File: src/rtl/wwd_pkg.sv
// Constants, field layouts and types shared by the windowed watchdog
package wwd_pkg;

  // Register byte offsets on the APB bus
  localparam int unsigned    ADDR_W          = 8;
  localparam logic [7:0]     OFS_CTRL_0      = 8'h00;
  localparam logic [7:0]     OFS_CTRL_1      = 8'h04;
  localparam logic [7:0]     OFS_TIMER       = 8'h08;
  localparam logic [7:0]     OFS_PSC_LOW     = 8'h0C;
  localparam logic [7:0]     OFS_PSC_HIGH    = 8'h10;
  localparam logic [7:0]     OFS_PWR_CTRL_0  = 8'h14;

  // Field positions
  localparam int unsigned    CTRL0_SEN_BIT   = 0;
  localparam int unsigned    CTRL0_PER_LSB   = 1;
  localparam int unsigned    CTRL1_CS_LSB    = 0;
  localparam int unsigned    CTRL1_WIN_LSB   = 4;
  localparam int unsigned    TIMER_PSC_LSB   = 0;
  localparam int unsigned    TIMER_TMR_LSB   = 3;
  localparam int unsigned    PWR_WV_BIT      = 0;
  localparam int unsigned    PWR_TO_BIT      = 1;

  // Widths
  localparam int unsigned    PER_W           = 5;
  localparam int unsigned    CS_W            = 3;
  localparam int unsigned    WIN_W           = 3;
  localparam int unsigned    PSC_W           = 18;
  localparam int unsigned    TMR_W           = 5;

  // Reset values; period code 11 is 2^11 ms, the nominal two seconds
  localparam logic           SEN_RST         = 1'b0;
  localparam logic [4:0]     PER_RST         = 5'h0B;
  localparam logic [2:0]     CS_RST          = 3'h0;
  localparam logic [2:0]     WIN_RST         = 3'h7;
  localparam logic           WV_RST          = 1'b1;
  localparam logic           TO_RST          = 1'b0;

  // Enable configuration codes
  localparam logic [1:0]     EN_OFF          = 2'h0;
  localparam logic [1:0]     EN_SOFT         = 2'h1;
  localparam logic [1:0]     EN_OFF_SLEEP    = 2'h2;
  localparam logic [1:0]     EN_ALWAYS       = 2'h3;

  // Selector codes
  localparam logic [4:0]     PER_FROM_REG    = 5'h1F;
  localparam logic [4:0]     PER_MAX         = 5'h12;
  localparam logic [2:0]     WIN_FROM_REG    = 3'h7;
  localparam logic [2:0]     CS_LOW_OSC      = 3'h0;
  localparam logic [2:0]     CS_MID_OSC      = 3'h1;

  // Window open threshold: open once timer >= WIN_BASE - WIN_STEP * window
  localparam logic [5:0]     WIN_BASE        = 6'h1C;
  localparam logic [5:0]     WIN_STEP_SHIFT  = 6'h02;

  // Time base: nominal oscillator rates and the 1 ms minimum interval
  localparam int unsigned    LOW_OSC_HZ      = 31000;
  localparam int unsigned    MID_OSC_HZ      = 31250;
  localparam int unsigned    MIN_PERIOD_MS   = 1;

  // Configuration word straps
  typedef struct packed {
    logic [1:0] enable;
    logic [2:0] clk_select;
    logic [4:0] period_select;
    logic [2:0] window_select;
  } wwd_cfg_t;

  // APB response state
  typedef enum logic [1:0] {
    AP_IDLE = 2'b01,
    AP_RESP = 2'b10
  } wwd_apb_st_t;

endpackage

File: src/rtl/wwd_top.sv
// Windowed watchdog timer with APB register slave
// What this block does
// - Count from a 31 kHz or 31.25 kHz oscillator tick, picked by configuration or control register 1.
// - Enable code 1x takes the clock source from the clock-select configuration.
// - Enable code 01 runs on the soft-enable bit, source from control register 1.
// - Enable code 11 keeps the watchdog active always, sleep included.
// - Enable code 10 is active awake and disabled while asleep.
// - Enable code 01 is active exactly while soft-enable is set; sleep irrelevant.
// - Enable code 00 disables the watchdog in every state.
// - Period select 11111 takes timeout from control 0 period field, else configuration.
// - With period select 11111 the timeout period defaults after reset to nominal two seconds.
// - In windowed mode a clear outside the window is a violation and resets.
// - Window comes from window-select configuration unless it is 111, then control 1.
// - Window open is decided from the five top bits of the timer register.
// - Violation resets and clears the violation flag; reset or firmware sets it.
// - Count clears on reset, clear, sleep, wake, disable, start-up timer, control write.
// - In windowed mode a read of control 0 arms; only armed clears in the open window restart the count without a reset.
// - Unarmed clear in windowed mode is a violation, window open or not.
// - An 18-bit read-only prescale count spans low, high and timer registers.
`timescale 1ns/100ps
`default_nettype none

module wwd_top (
  input  wire logic             pclk,
  input  wire logic             presetn,
  input  wire logic [7:0]       paddr,
  input  wire logic             psel,
  input  wire logic             penable,
  input  wire logic             pwrite,
  input  wire logic [31:0]      pwdata,
  input  wire logic [3:0]       pstrb,
  output var  logic [31:0]      prdata,
  output var  logic             pready,
  output var  logic             pslverr,
  input  wire wwd_pkg::wwd_cfg_t cfg_word,
  input  wire logic             low_freq_internal_osc,
  input  wire logic             mid_freq_internal_osc,
  input  wire logic             sleep_mode,
  input  wire logic             wake_by_irq,
  input  wire logic             osc_startup_timer,
  input  wire logic             watchdog_clear_instr,
  output var  logic             wdog_reset
);

  // Pin-side synchronisers; the first stage feeds only the second
  logic [1:0]                   low_sync_r;
  logic [1:0]                   mid_sync_r;
  logic                         low_last_r;
  logic                         mid_last_r;
  wwd_pkg::wwd_cfg_t            cfg_meta_r;
  wwd_pkg::wwd_cfg_t            cfg_r;

  // Software-visible state
  logic                         soft_enable_bit_r;
  logic [wwd_pkg::PER_W-1:0]    period_field_r;
  logic [wwd_pkg::CS_W-1:0]     clk_sel_r;
  logic [wwd_pkg::WIN_W-1:0]    window_r;
  logic                         window_violation_flag_r;
  logic                         timeout_flag_r;

  // Counter state
  logic [wwd_pkg::PSC_W-1:0]    prescale_count_r;
  logic [wwd_pkg::TMR_W-1:0]    tmr_r;
  logic                         armed_r;
  logic                         sleep_last_r;

  // APB state
  wwd_pkg::wwd_apb_st_t         apb_st_r;

  // Derived terms
  logic                         low_rise;
  logic                         mid_rise;
  logic                         active;
  logic [wwd_pkg::CS_W-1:0]     clk_src;
  logic                         tick;
  logic [wwd_pkg::PER_W-1:0]    period_sel;
  logic [wwd_pkg::PER_W-1:0]    period_eff;
  logic [wwd_pkg::PSC_W-1:0]    prescale_term;
  logic [wwd_pkg::WIN_W-1:0]    window_sel;
  logic                         windowed;
  logic [5:0]                   window_limit;
  logic                         window_open;
  logic                         step;
  logic                         wrap;
  logic                         timeout;
  logic                         violation;
  logic                         valid_clear;
  logic                         count_clear;
  logic                         acc;
  logic                         wr_acc;
  logic                         rd_acc;
  logic                         ctrl_write;
  logic                         sleep_rise;
  logic                         mapped;
  logic [31:0]                  rd_mux;

  always_ff @(posedge pclk or negedge presetn) begin
    if (!presetn) begin
      // Idle-high reset, so release never shows a false rising edge
      low_sync_r <= 2'h3;
      mid_sync_r <= 2'h3;
      low_last_r <= 1'b1;
      mid_last_r <= 1'b1;
      cfg_meta_r <= '0;
      cfg_r      <= '0;
    end else begin
      low_sync_r <= {low_sync_r[0], low_freq_internal_osc};
      mid_sync_r <= {mid_sync_r[0], mid_freq_internal_osc};
      low_last_r <= low_sync_r[1];
      mid_last_r <= mid_sync_r[1];
      cfg_meta_r <= cfg_word;
      cfg_r      <= cfg_meta_r;
    end
  end

  assign low_rise = low_sync_r[1] & ~low_last_r;
  assign mid_rise = mid_sync_r[1] & ~mid_last_r;

  // Operating mode
  always_comb begin
    unique case (cfg_r.enable)
      wwd_pkg::EN_ALWAYS:    active = 1'b1;
      wwd_pkg::EN_OFF_SLEEP: active = ~sleep_mode;
      wwd_pkg::EN_SOFT:      active = soft_enable_bit_r;
      default:               active = 1'b0;
    endcase
  end

  // Configuration picks the source in hardware modes, the register otherwise
  assign clk_src = cfg_r.enable[1] ? cfg_r.clk_select : clk_sel_r;
  assign tick    = (clk_src == wwd_pkg::CS_MID_OSC) ? mid_rise : low_rise;

  // Period codes past 18 saturate at the 256 s ceiling of the prescaler
  assign period_sel = (cfg_r.period_select == wwd_pkg::PER_FROM_REG) ?
                      period_field_r : cfg_r.period_select;
  assign period_eff = (period_sel > wwd_pkg::PER_MAX) ? wwd_pkg::PER_MAX : period_sel;
  assign prescale_term = wwd_pkg::PSC_W'((19'h0_0001 << period_eff) - 19'h0_0001);

  assign window_sel = (cfg_r.window_select == wwd_pkg::WIN_FROM_REG) ?
                      window_r : cfg_r.window_select;
  assign windowed     = (window_sel != wwd_pkg::WIN_FROM_REG);
  assign window_limit = wwd_pkg::WIN_BASE -
                        ({3'h0, window_sel} << wwd_pkg::WIN_STEP_SHIFT);
  assign window_open  = ({1'b0, tmr_r} >= window_limit);

  assign step    = active & tick;
  assign wrap    = step & (prescale_count_r == prescale_term);
  assign timeout = wrap & (tmr_r == {wwd_pkg::TMR_W{1'b1}});

  // A clear without arming, or before the window opens, is a violation
  assign violation   = watchdog_clear_instr & active & windowed &
                       (~armed_r | ~window_open);
  assign valid_clear = watchdog_clear_instr & ~violation;

  assign acc        = (apb_st_r == wwd_pkg::AP_RESP) & psel & penable;
  assign wr_acc     = acc & pwrite;
  assign rd_acc     = acc & ~pwrite;
  assign ctrl_write = wr_acc & ((paddr == wwd_pkg::OFS_CTRL_0) |
                                (paddr == wwd_pkg::OFS_CTRL_1));
  assign sleep_rise = sleep_mode & ~sleep_last_r;

  // Timeout and violation also restart the count for the reset that follows
  assign count_clear = valid_clear | sleep_rise | wake_by_irq | ~active |
                       osc_startup_timer | ctrl_write | timeout | violation;

  always_ff @(posedge pclk or negedge presetn) begin
    if (!presetn) begin
      sleep_last_r <= 1'b0;
    end else begin
      sleep_last_r <= sleep_mode;
    end
  end

  // Prescaler and window timer
  always_ff @(posedge pclk or negedge presetn) begin
    if (!presetn) begin
      prescale_count_r <= '0;
      tmr_r            <= '0;
    end else if (count_clear) begin
      prescale_count_r <= '0;
      tmr_r            <= '0;
    end else if (wrap) begin
      prescale_count_r <= '0;
      tmr_r            <= tmr_r + 5'h01;
    end else if (step) begin
      prescale_count_r <= prescale_count_r + 18'h0_0001;
    end
  end

  // Arming; any clear or restart of the count drops it
  always_ff @(posedge pclk or negedge presetn) begin
    if (!presetn) begin
      armed_r <= 1'b0;
    end else if (count_clear | watchdog_clear_instr) begin
      armed_r <= 1'b0;
    end else if (rd_acc & (paddr == wwd_pkg::OFS_CTRL_0)) begin
      armed_r <= 1'b1;
    end
  end

  always_ff @(posedge pclk or negedge presetn) begin
    if (!presetn) begin
      wdog_reset <= 1'b0;
    end else begin
      wdog_reset <= timeout | violation;
    end
  end

  // Control registers; byte lane 0 carries every field
  always_ff @(posedge pclk or negedge presetn) begin
    if (!presetn) begin
      soft_enable_bit_r <= wwd_pkg::SEN_RST;
      period_field_r    <= wwd_pkg::PER_RST;
      clk_sel_r         <= wwd_pkg::CS_RST;
      window_r          <= wwd_pkg::WIN_RST;
    end else if (wr_acc & pstrb[0]) begin
      if (paddr == wwd_pkg::OFS_CTRL_0) begin
        soft_enable_bit_r <= pwdata[wwd_pkg::CTRL0_SEN_BIT];
        period_field_r    <= pwdata[wwd_pkg::CTRL0_PER_LSB +: wwd_pkg::PER_W];
      end
      if (paddr == wwd_pkg::OFS_CTRL_1) begin
        clk_sel_r <= pwdata[wwd_pkg::CTRL1_CS_LSB +: wwd_pkg::CS_W];
        window_r  <= pwdata[wwd_pkg::CTRL1_WIN_LSB +: wwd_pkg::WIN_W];
      end
    end
  end

  // Status flags; the hardware event wins over a same-cycle software write
  always_ff @(posedge pclk or negedge presetn) begin
    if (!presetn) begin
      window_violation_flag_r <= wwd_pkg::WV_RST;
      timeout_flag_r          <= wwd_pkg::TO_RST;
    end else begin
      if (violation) begin
        window_violation_flag_r <= 1'b0;
      end else if (wr_acc & pstrb[0] & (paddr == wwd_pkg::OFS_PWR_CTRL_0)) begin
        window_violation_flag_r <= pwdata[wwd_pkg::PWR_WV_BIT];
      end
      if (timeout) begin
        timeout_flag_r <= 1'b1;
      end else if (wr_acc & pstrb[0] & (paddr == wwd_pkg::OFS_PWR_CTRL_0)) begin
        timeout_flag_r <= pwdata[wwd_pkg::PWR_TO_BIT];
      end
    end
  end

  // Read mux; prescale registers have no write path at all
  always_comb begin
    rd_mux = 32'h0000_0000;
    mapped = 1'b1;
    unique case (paddr)
      wwd_pkg::OFS_CTRL_0: begin
        rd_mux[wwd_pkg::CTRL0_SEN_BIT] = soft_enable_bit_r;
        rd_mux[wwd_pkg::CTRL0_PER_LSB +: wwd_pkg::PER_W] = period_field_r;
      end
      wwd_pkg::OFS_CTRL_1: begin
        rd_mux[wwd_pkg::CTRL1_CS_LSB +: wwd_pkg::CS_W]   = clk_sel_r;
        rd_mux[wwd_pkg::CTRL1_WIN_LSB +: wwd_pkg::WIN_W] = window_r;
      end
      wwd_pkg::OFS_TIMER: begin
        rd_mux[wwd_pkg::TIMER_PSC_LSB +: 2] = prescale_count_r[17:16];
        rd_mux[wwd_pkg::TIMER_TMR_LSB +: wwd_pkg::TMR_W] = tmr_r;
      end
      wwd_pkg::OFS_PSC_LOW: begin
        rd_mux[7:0] = prescale_count_r[7:0];
      end
      wwd_pkg::OFS_PSC_HIGH: begin
        rd_mux[7:0] = prescale_count_r[15:8];
      end
      wwd_pkg::OFS_PWR_CTRL_0: begin
        rd_mux[wwd_pkg::PWR_WV_BIT] = window_violation_flag_r;
        rd_mux[wwd_pkg::PWR_TO_BIT] = timeout_flag_r;
      end
      default: begin
        mapped = 1'b0;
      end
    endcase
  end

  // APB slave: one wait-free access cycle, answer prepared during setup
  always_ff @(posedge pclk or negedge presetn) begin
    if (!presetn) begin
      apb_st_r <= wwd_pkg::AP_IDLE;
      pready   <= 1'b0;
      prdata   <= 32'h0000_0000;
      pslverr  <= 1'b0;
    end else begin
      unique case (apb_st_r)
        wwd_pkg::AP_IDLE: begin
          if (psel & ~penable) begin
            apb_st_r <= wwd_pkg::AP_RESP;
            pready   <= 1'b1;
            prdata   <= pwrite ? 32'h0000_0000 : rd_mux;
            pslverr  <= ~mapped;
          end
        end
        wwd_pkg::AP_RESP: begin
          apb_st_r <= wwd_pkg::AP_IDLE;
          pready   <= 1'b0;
          pslverr  <= 1'b0;
        end
      endcase
    end
  end

endmodule

`default_nettype wire

File: config.mk
export PLATFORM = sky130hd
export DESIGN_NAME = wwd_top
export DESIGN_NICKNAME = d
export VERILOG_FILES = /design/src/rtl/wwd_pkg.sv /design/src/rtl/wwd_top.sv
export SDC_FILE = /design/constraint.sdc
export NUM_CORES = 1
export LEC_CHECK = 0
export BUFFER_PORTS_ARGS = -buffer_cell sky130_fd_sc_hd__buf_2
export CAP_MARGIN = 20
export CORE_MARGIN = 2
export CORE_UTILIZATION = 35
export CTS_BUF_LIST = sky130_fd_sc_hd__clkbuf_16
export DETAILED_ROUTE_END_ITERATION = 8
export MAX_ROUTING_LAYER = met4
export PLACE_DENSITY = 0.51
export REMOVE_ABC_BUFFERS = 1
export SYNTH_ARGS = -nofsm -noshare
export SYNTH_HDL_FRONTEND = slang
export SYNTH_SLANG_ARGS = --single-unit
File: constraint.sdc
create_clock -name pclk -period 7.8 [get_ports pclk]
set_input_delay 0.39 -clock pclk [delete_from_list [all_inputs] [get_ports pclk]]
set_output_delay 0.39 -clock pclk [all_outputs]
set_load 0.02 [all_outputs]
==> flow_metrics.env <==
export IMPL_numClockSinks=83
export IMPL_unrepaired_setup_endpoints_after_global_routing="false"
export IMPL_max_clock_freq_mhz=220
export IMPL_min_period_over_period=0.582
export IMPL_start_util=0.361
export IMPL_main_combinational_cell_family_by_area_after_synthesis="simple AND/OR/NAND/NOR gates"
export IMPL_firstDrtPassIters=6
export IMPL_worstSkewPairLatency_ns=0.33
export IMPL_synth_simple_gate_area_share=0.205
export IMPL_dp_cells=700
export IMPL_io_pins=103
export IMPL_min_clock_period_post_route_ns=4.54
export IMPL_die_height_um=121
export IMPL_synth_seq_cells=83
export IMPL_dr_total_vias=3880
export IMPL_area_growth_pct=12.7
export IMPL_vdd_drop_max_mv=0.118
export IMPL_instances_no_fill=719
export IMPL_slew_limit_headroom=0.311
export IMPL_status="finished clean"
export IMPL_die_area_um2=14700
export IMPL_yosys_area_share_adder=0.0209
export IMPL_routed_via_density=5.40
export IMPL_synth_enable_flop_cells=0
export IMPL_cts_root_buf="clkbuf_16"
export IMPL_yosysSeqAreaShare=0.437
export IMPL_report_final_slew_viol_count=0
export IMPL_grt_first_pass_wirelength_mm=19.6
export IMPL_placementRows=42
export IMPL_mostFrequentLayoutCells="69 x dfrtp_1, 50 x buf_2, 47 x nand2_1, 29 x nor2_1, 24 x conb_1"
export IMPL_pin_count_of_the_biggest_net_entering_global_routing=84
export IMPL_cts_inserted_buffers=9
export IMPL_post_cts_setup_buffer_count=0
export IMPL_final_layout_size_suffix_gt1_frac=0.203
export IMPL_clock_skew_ns=0.00609
export IMPL_report_final_setup_viol=0
export IMPL_route_antenna_remaining_nets=0
export IMPL_drv_max_cap_violation_count=0
export IMPL_critical_path_top_delay_family="simple AND/OR/NAND/NOR gates"
export IMPL_arrival_time_reported_for_the_critical_path_endpoint_ns=4.79
export IMPL_path_clk_slew_ns=0.07
export IMPL_grt_total_usage=0.175
export IMPL_synth_compound_area_share=0.162
export IMPL_grt_antenna_before_repair=0
export IMPL_timing_setup_critical_path_class="register to register"
export IMPL_syn_area_per_cell_um2=9.59
export IMPL_floorplan_die_width_um=121
export IMPL_timing_critical_path_from_type="register"
export IMPL_post_synth_mux_area_share=0.0501
export IMPL_critPathCaptureType="register"
export IMPL_worstHoldPathType="primary input to register"
export IMPL_initialDrtViolationCount=264
export IMPL_port_buffer_cells=50
export IMPL_yosysWarningCount=0
export IMPL_avgRoutedWirePerCell_um=17.0
export IMPL_hold_viol=0
export IMPL_synthCells=500
export IMPL_setup_tns_ns=0
export IMPL_global_route_overflow_total=0
export IMPL_syn_cell_area_um2=4800
export IMPL_critPathMaxStageDelay_ns=0.94
export IMPL_critPathRequiredTime_ns=8.05
export IMPL_cts_htree_levels=3
export IMPL_synth_flop_cell="dfrtp_1"
export IMPL_worst_hold_slack_ns=0.150
export IMPL_finalWirelength_mm=12.2
export IMPL_pnr_total_power_w=0.000991
export IMPL_placeableCoreArea_um2=13300
export IMPL_number_of_global_route_vias_before_repair=3692
export IMPL_diodes=0
export IMPL_synth_xor_area_share=0.0493
export IMPL_fin_nets=614
export IMPL_buffers_plus_inverters_on_the_worst_setup_path=0
export IMPL_worst_max_slew_pin_slew_ns=1.03
export IMPL_tritoncts="yes"
export IMPL_series_of_cell_instances_along_the_critical_path="nand4b_1 > a2bb2oi_1 > nor2_1 > nand3_1 > ha_1 > xnor2_1 > a311oi_1 > o2111ai_1 > nor4_1 > nand4_1 > nor3_4 > mux2i_1"
export IMPL_asyncSetResetFlopFracSynth=1.00
export IMPL_p_leak_nw=2.28
export IMPL_slowest_stage="nor3_4"
export IMPL_remaining_drc_errors=0
export IMPL_layout_commonest_cell="dfrtp_1"
export IMPL_dp_hpwl_mm=8.92
export IMPL_finalWeightedCongestion=0.848
export IMPL_number_of_different_library_cells_in_the_post_synthesis_netlist=71
export IMPL_clk_path_buf_depth=2
export IMPL_worstPathMaxFanout=24
export IMPL_power_density_nw_per_um2=183
[power by group]
part,switching [W],internal [W],total (W)
clock,0.000186,0.000221,0.000407
combinational,0.0000755,0.0000417,0.000117
sequential,0.0000158,0.000451,0.000467
[cell usage after synthesis (all sizes together), types with 4 or more instances]
cell	number	area [um^2]
o22ai	4	25.0
and4b	5	50.1
o211ai	4	30.0
a21o	7	52.6
nand2	47	176
a22oi	4	30.0
nor2b	6	37.5
and3	8	50.1
a21oi	17	85.1
ha	8	100
o21ai	24	124
xnor2	13	114
nand4	5	31.3
nor2	30	115
mux2	16	180
mux2i	6	60.1
nand3	17	85.1
o21a	4	31.3
a31oi	9	56.3
dfstp	14	368
nor3	20	111
nor4	6	37.5
xor2	14	123
or4	6	52.6
buf	35	240
a22o	5	43.8
clkbuf	17	67.6
a211oi	8	60.1
nand3b	5	37.5
inv	14	52.6
dfrtp	69	1730
[metrics by stage]
step                 util  instance area, um^2  setup slack [ns]
global route        0.406                 5400              2.86
global placement    0.382                 5080              3.33
finish              0.406                 5400              3.26
CTS                 0.403                 5360              3.25
detailed placement  0.382                 5080              3.30
floorplan               -                 4570              4.27
[sequential cells by signal, summed over array words and instances, names as in the netlist, 2 cells and up]
name / cells
prescale_count_r: 18
cfg_meta_r: 13
cfg_r: 13
prdata: 8
period_field_r: 5
tmr_r: 5
clk_sel_r: 3
window_r: 3
low_sync_r: 2
mid_sync_r: 2
[logic make-up (layout without fill, tap and decap cells)]
family | count (synthesis) | in the layout
multiplexers | 22 | 22
AO/OA/AOI/OAI | 112 | 112
other | 1 | 24
AND/OR/NAND/NOR | 181 | 181
XOR/XNOR | 27 | 27
flip-flops | 83 | 83
adder cells (fa/ha/maj) | 8 | 8
buffers and inverters | 66 | 86
[worst reg2reg max path, stage by stage (launching register included)]
cell and delay (ns):
dfrtp_1 0.71, nand4b_1 0.33, a2bb2oi_1 0.26, nor2_1 0.22, nand3_1 0.11, ha_1 0.30, xnor2_1 0.15, a311oi_1 0.28
o2111ai_1 0.15, nor4_1 0.34, nand4_1 0.38, nor3_4 0.94, mux2i_1 0.29
[repair_timing]
item                                   in CTS  in global routing
setup endpoints to repair                   0                  0
resized for setup                           0                  0
endpoints found under the hold margin       0                  6
hold buffers                                0                  1
[worst paths after layout]
| path | start | endpoint | cells past startpoint | slack, ns |
|---|---|---|---|---|
| worst min-delay path | low_freq_internal_osc | low_sync_r[0] | 1 | 0.15 |
| worst max-delay path | cfg_r[7] | tmr_r[4] | 12 | 3.26 |
| worst min register to register | cfg_meta_r[4] | cfg_r[4] | 0 | 0.35 |
| min in group asynchronous | presetn | cfg_meta_r[0] | 2 | 0.41 |
| worst max register to register | cfg_r[7] | tmr_r[4] | 12 | 3.26 |
| max in group asynchronous | presetn | mid_sync_r[0] | 3 | 6.79 |
[cell type report]
class                   instances  area [um^2]
fillers                      1336         7890
multi-input cells             374         2430
flip-flops and latches         83         2090
repair buffers                 56          318
clock buffers                   9          225
well taps                     176          220
clock inverters                 7         58.8
inverters                      14         52.6
[per-layer routing]
metal,GRT usage,wire length (um),vias up
li1,-,-,1850
met1,0.242,5840,1902
met2,0.271,5720,113
met3,0.0277,466,15
met4,0.0429,195,0
met5,-,0,-
Power figures use the tool's default switching activity.
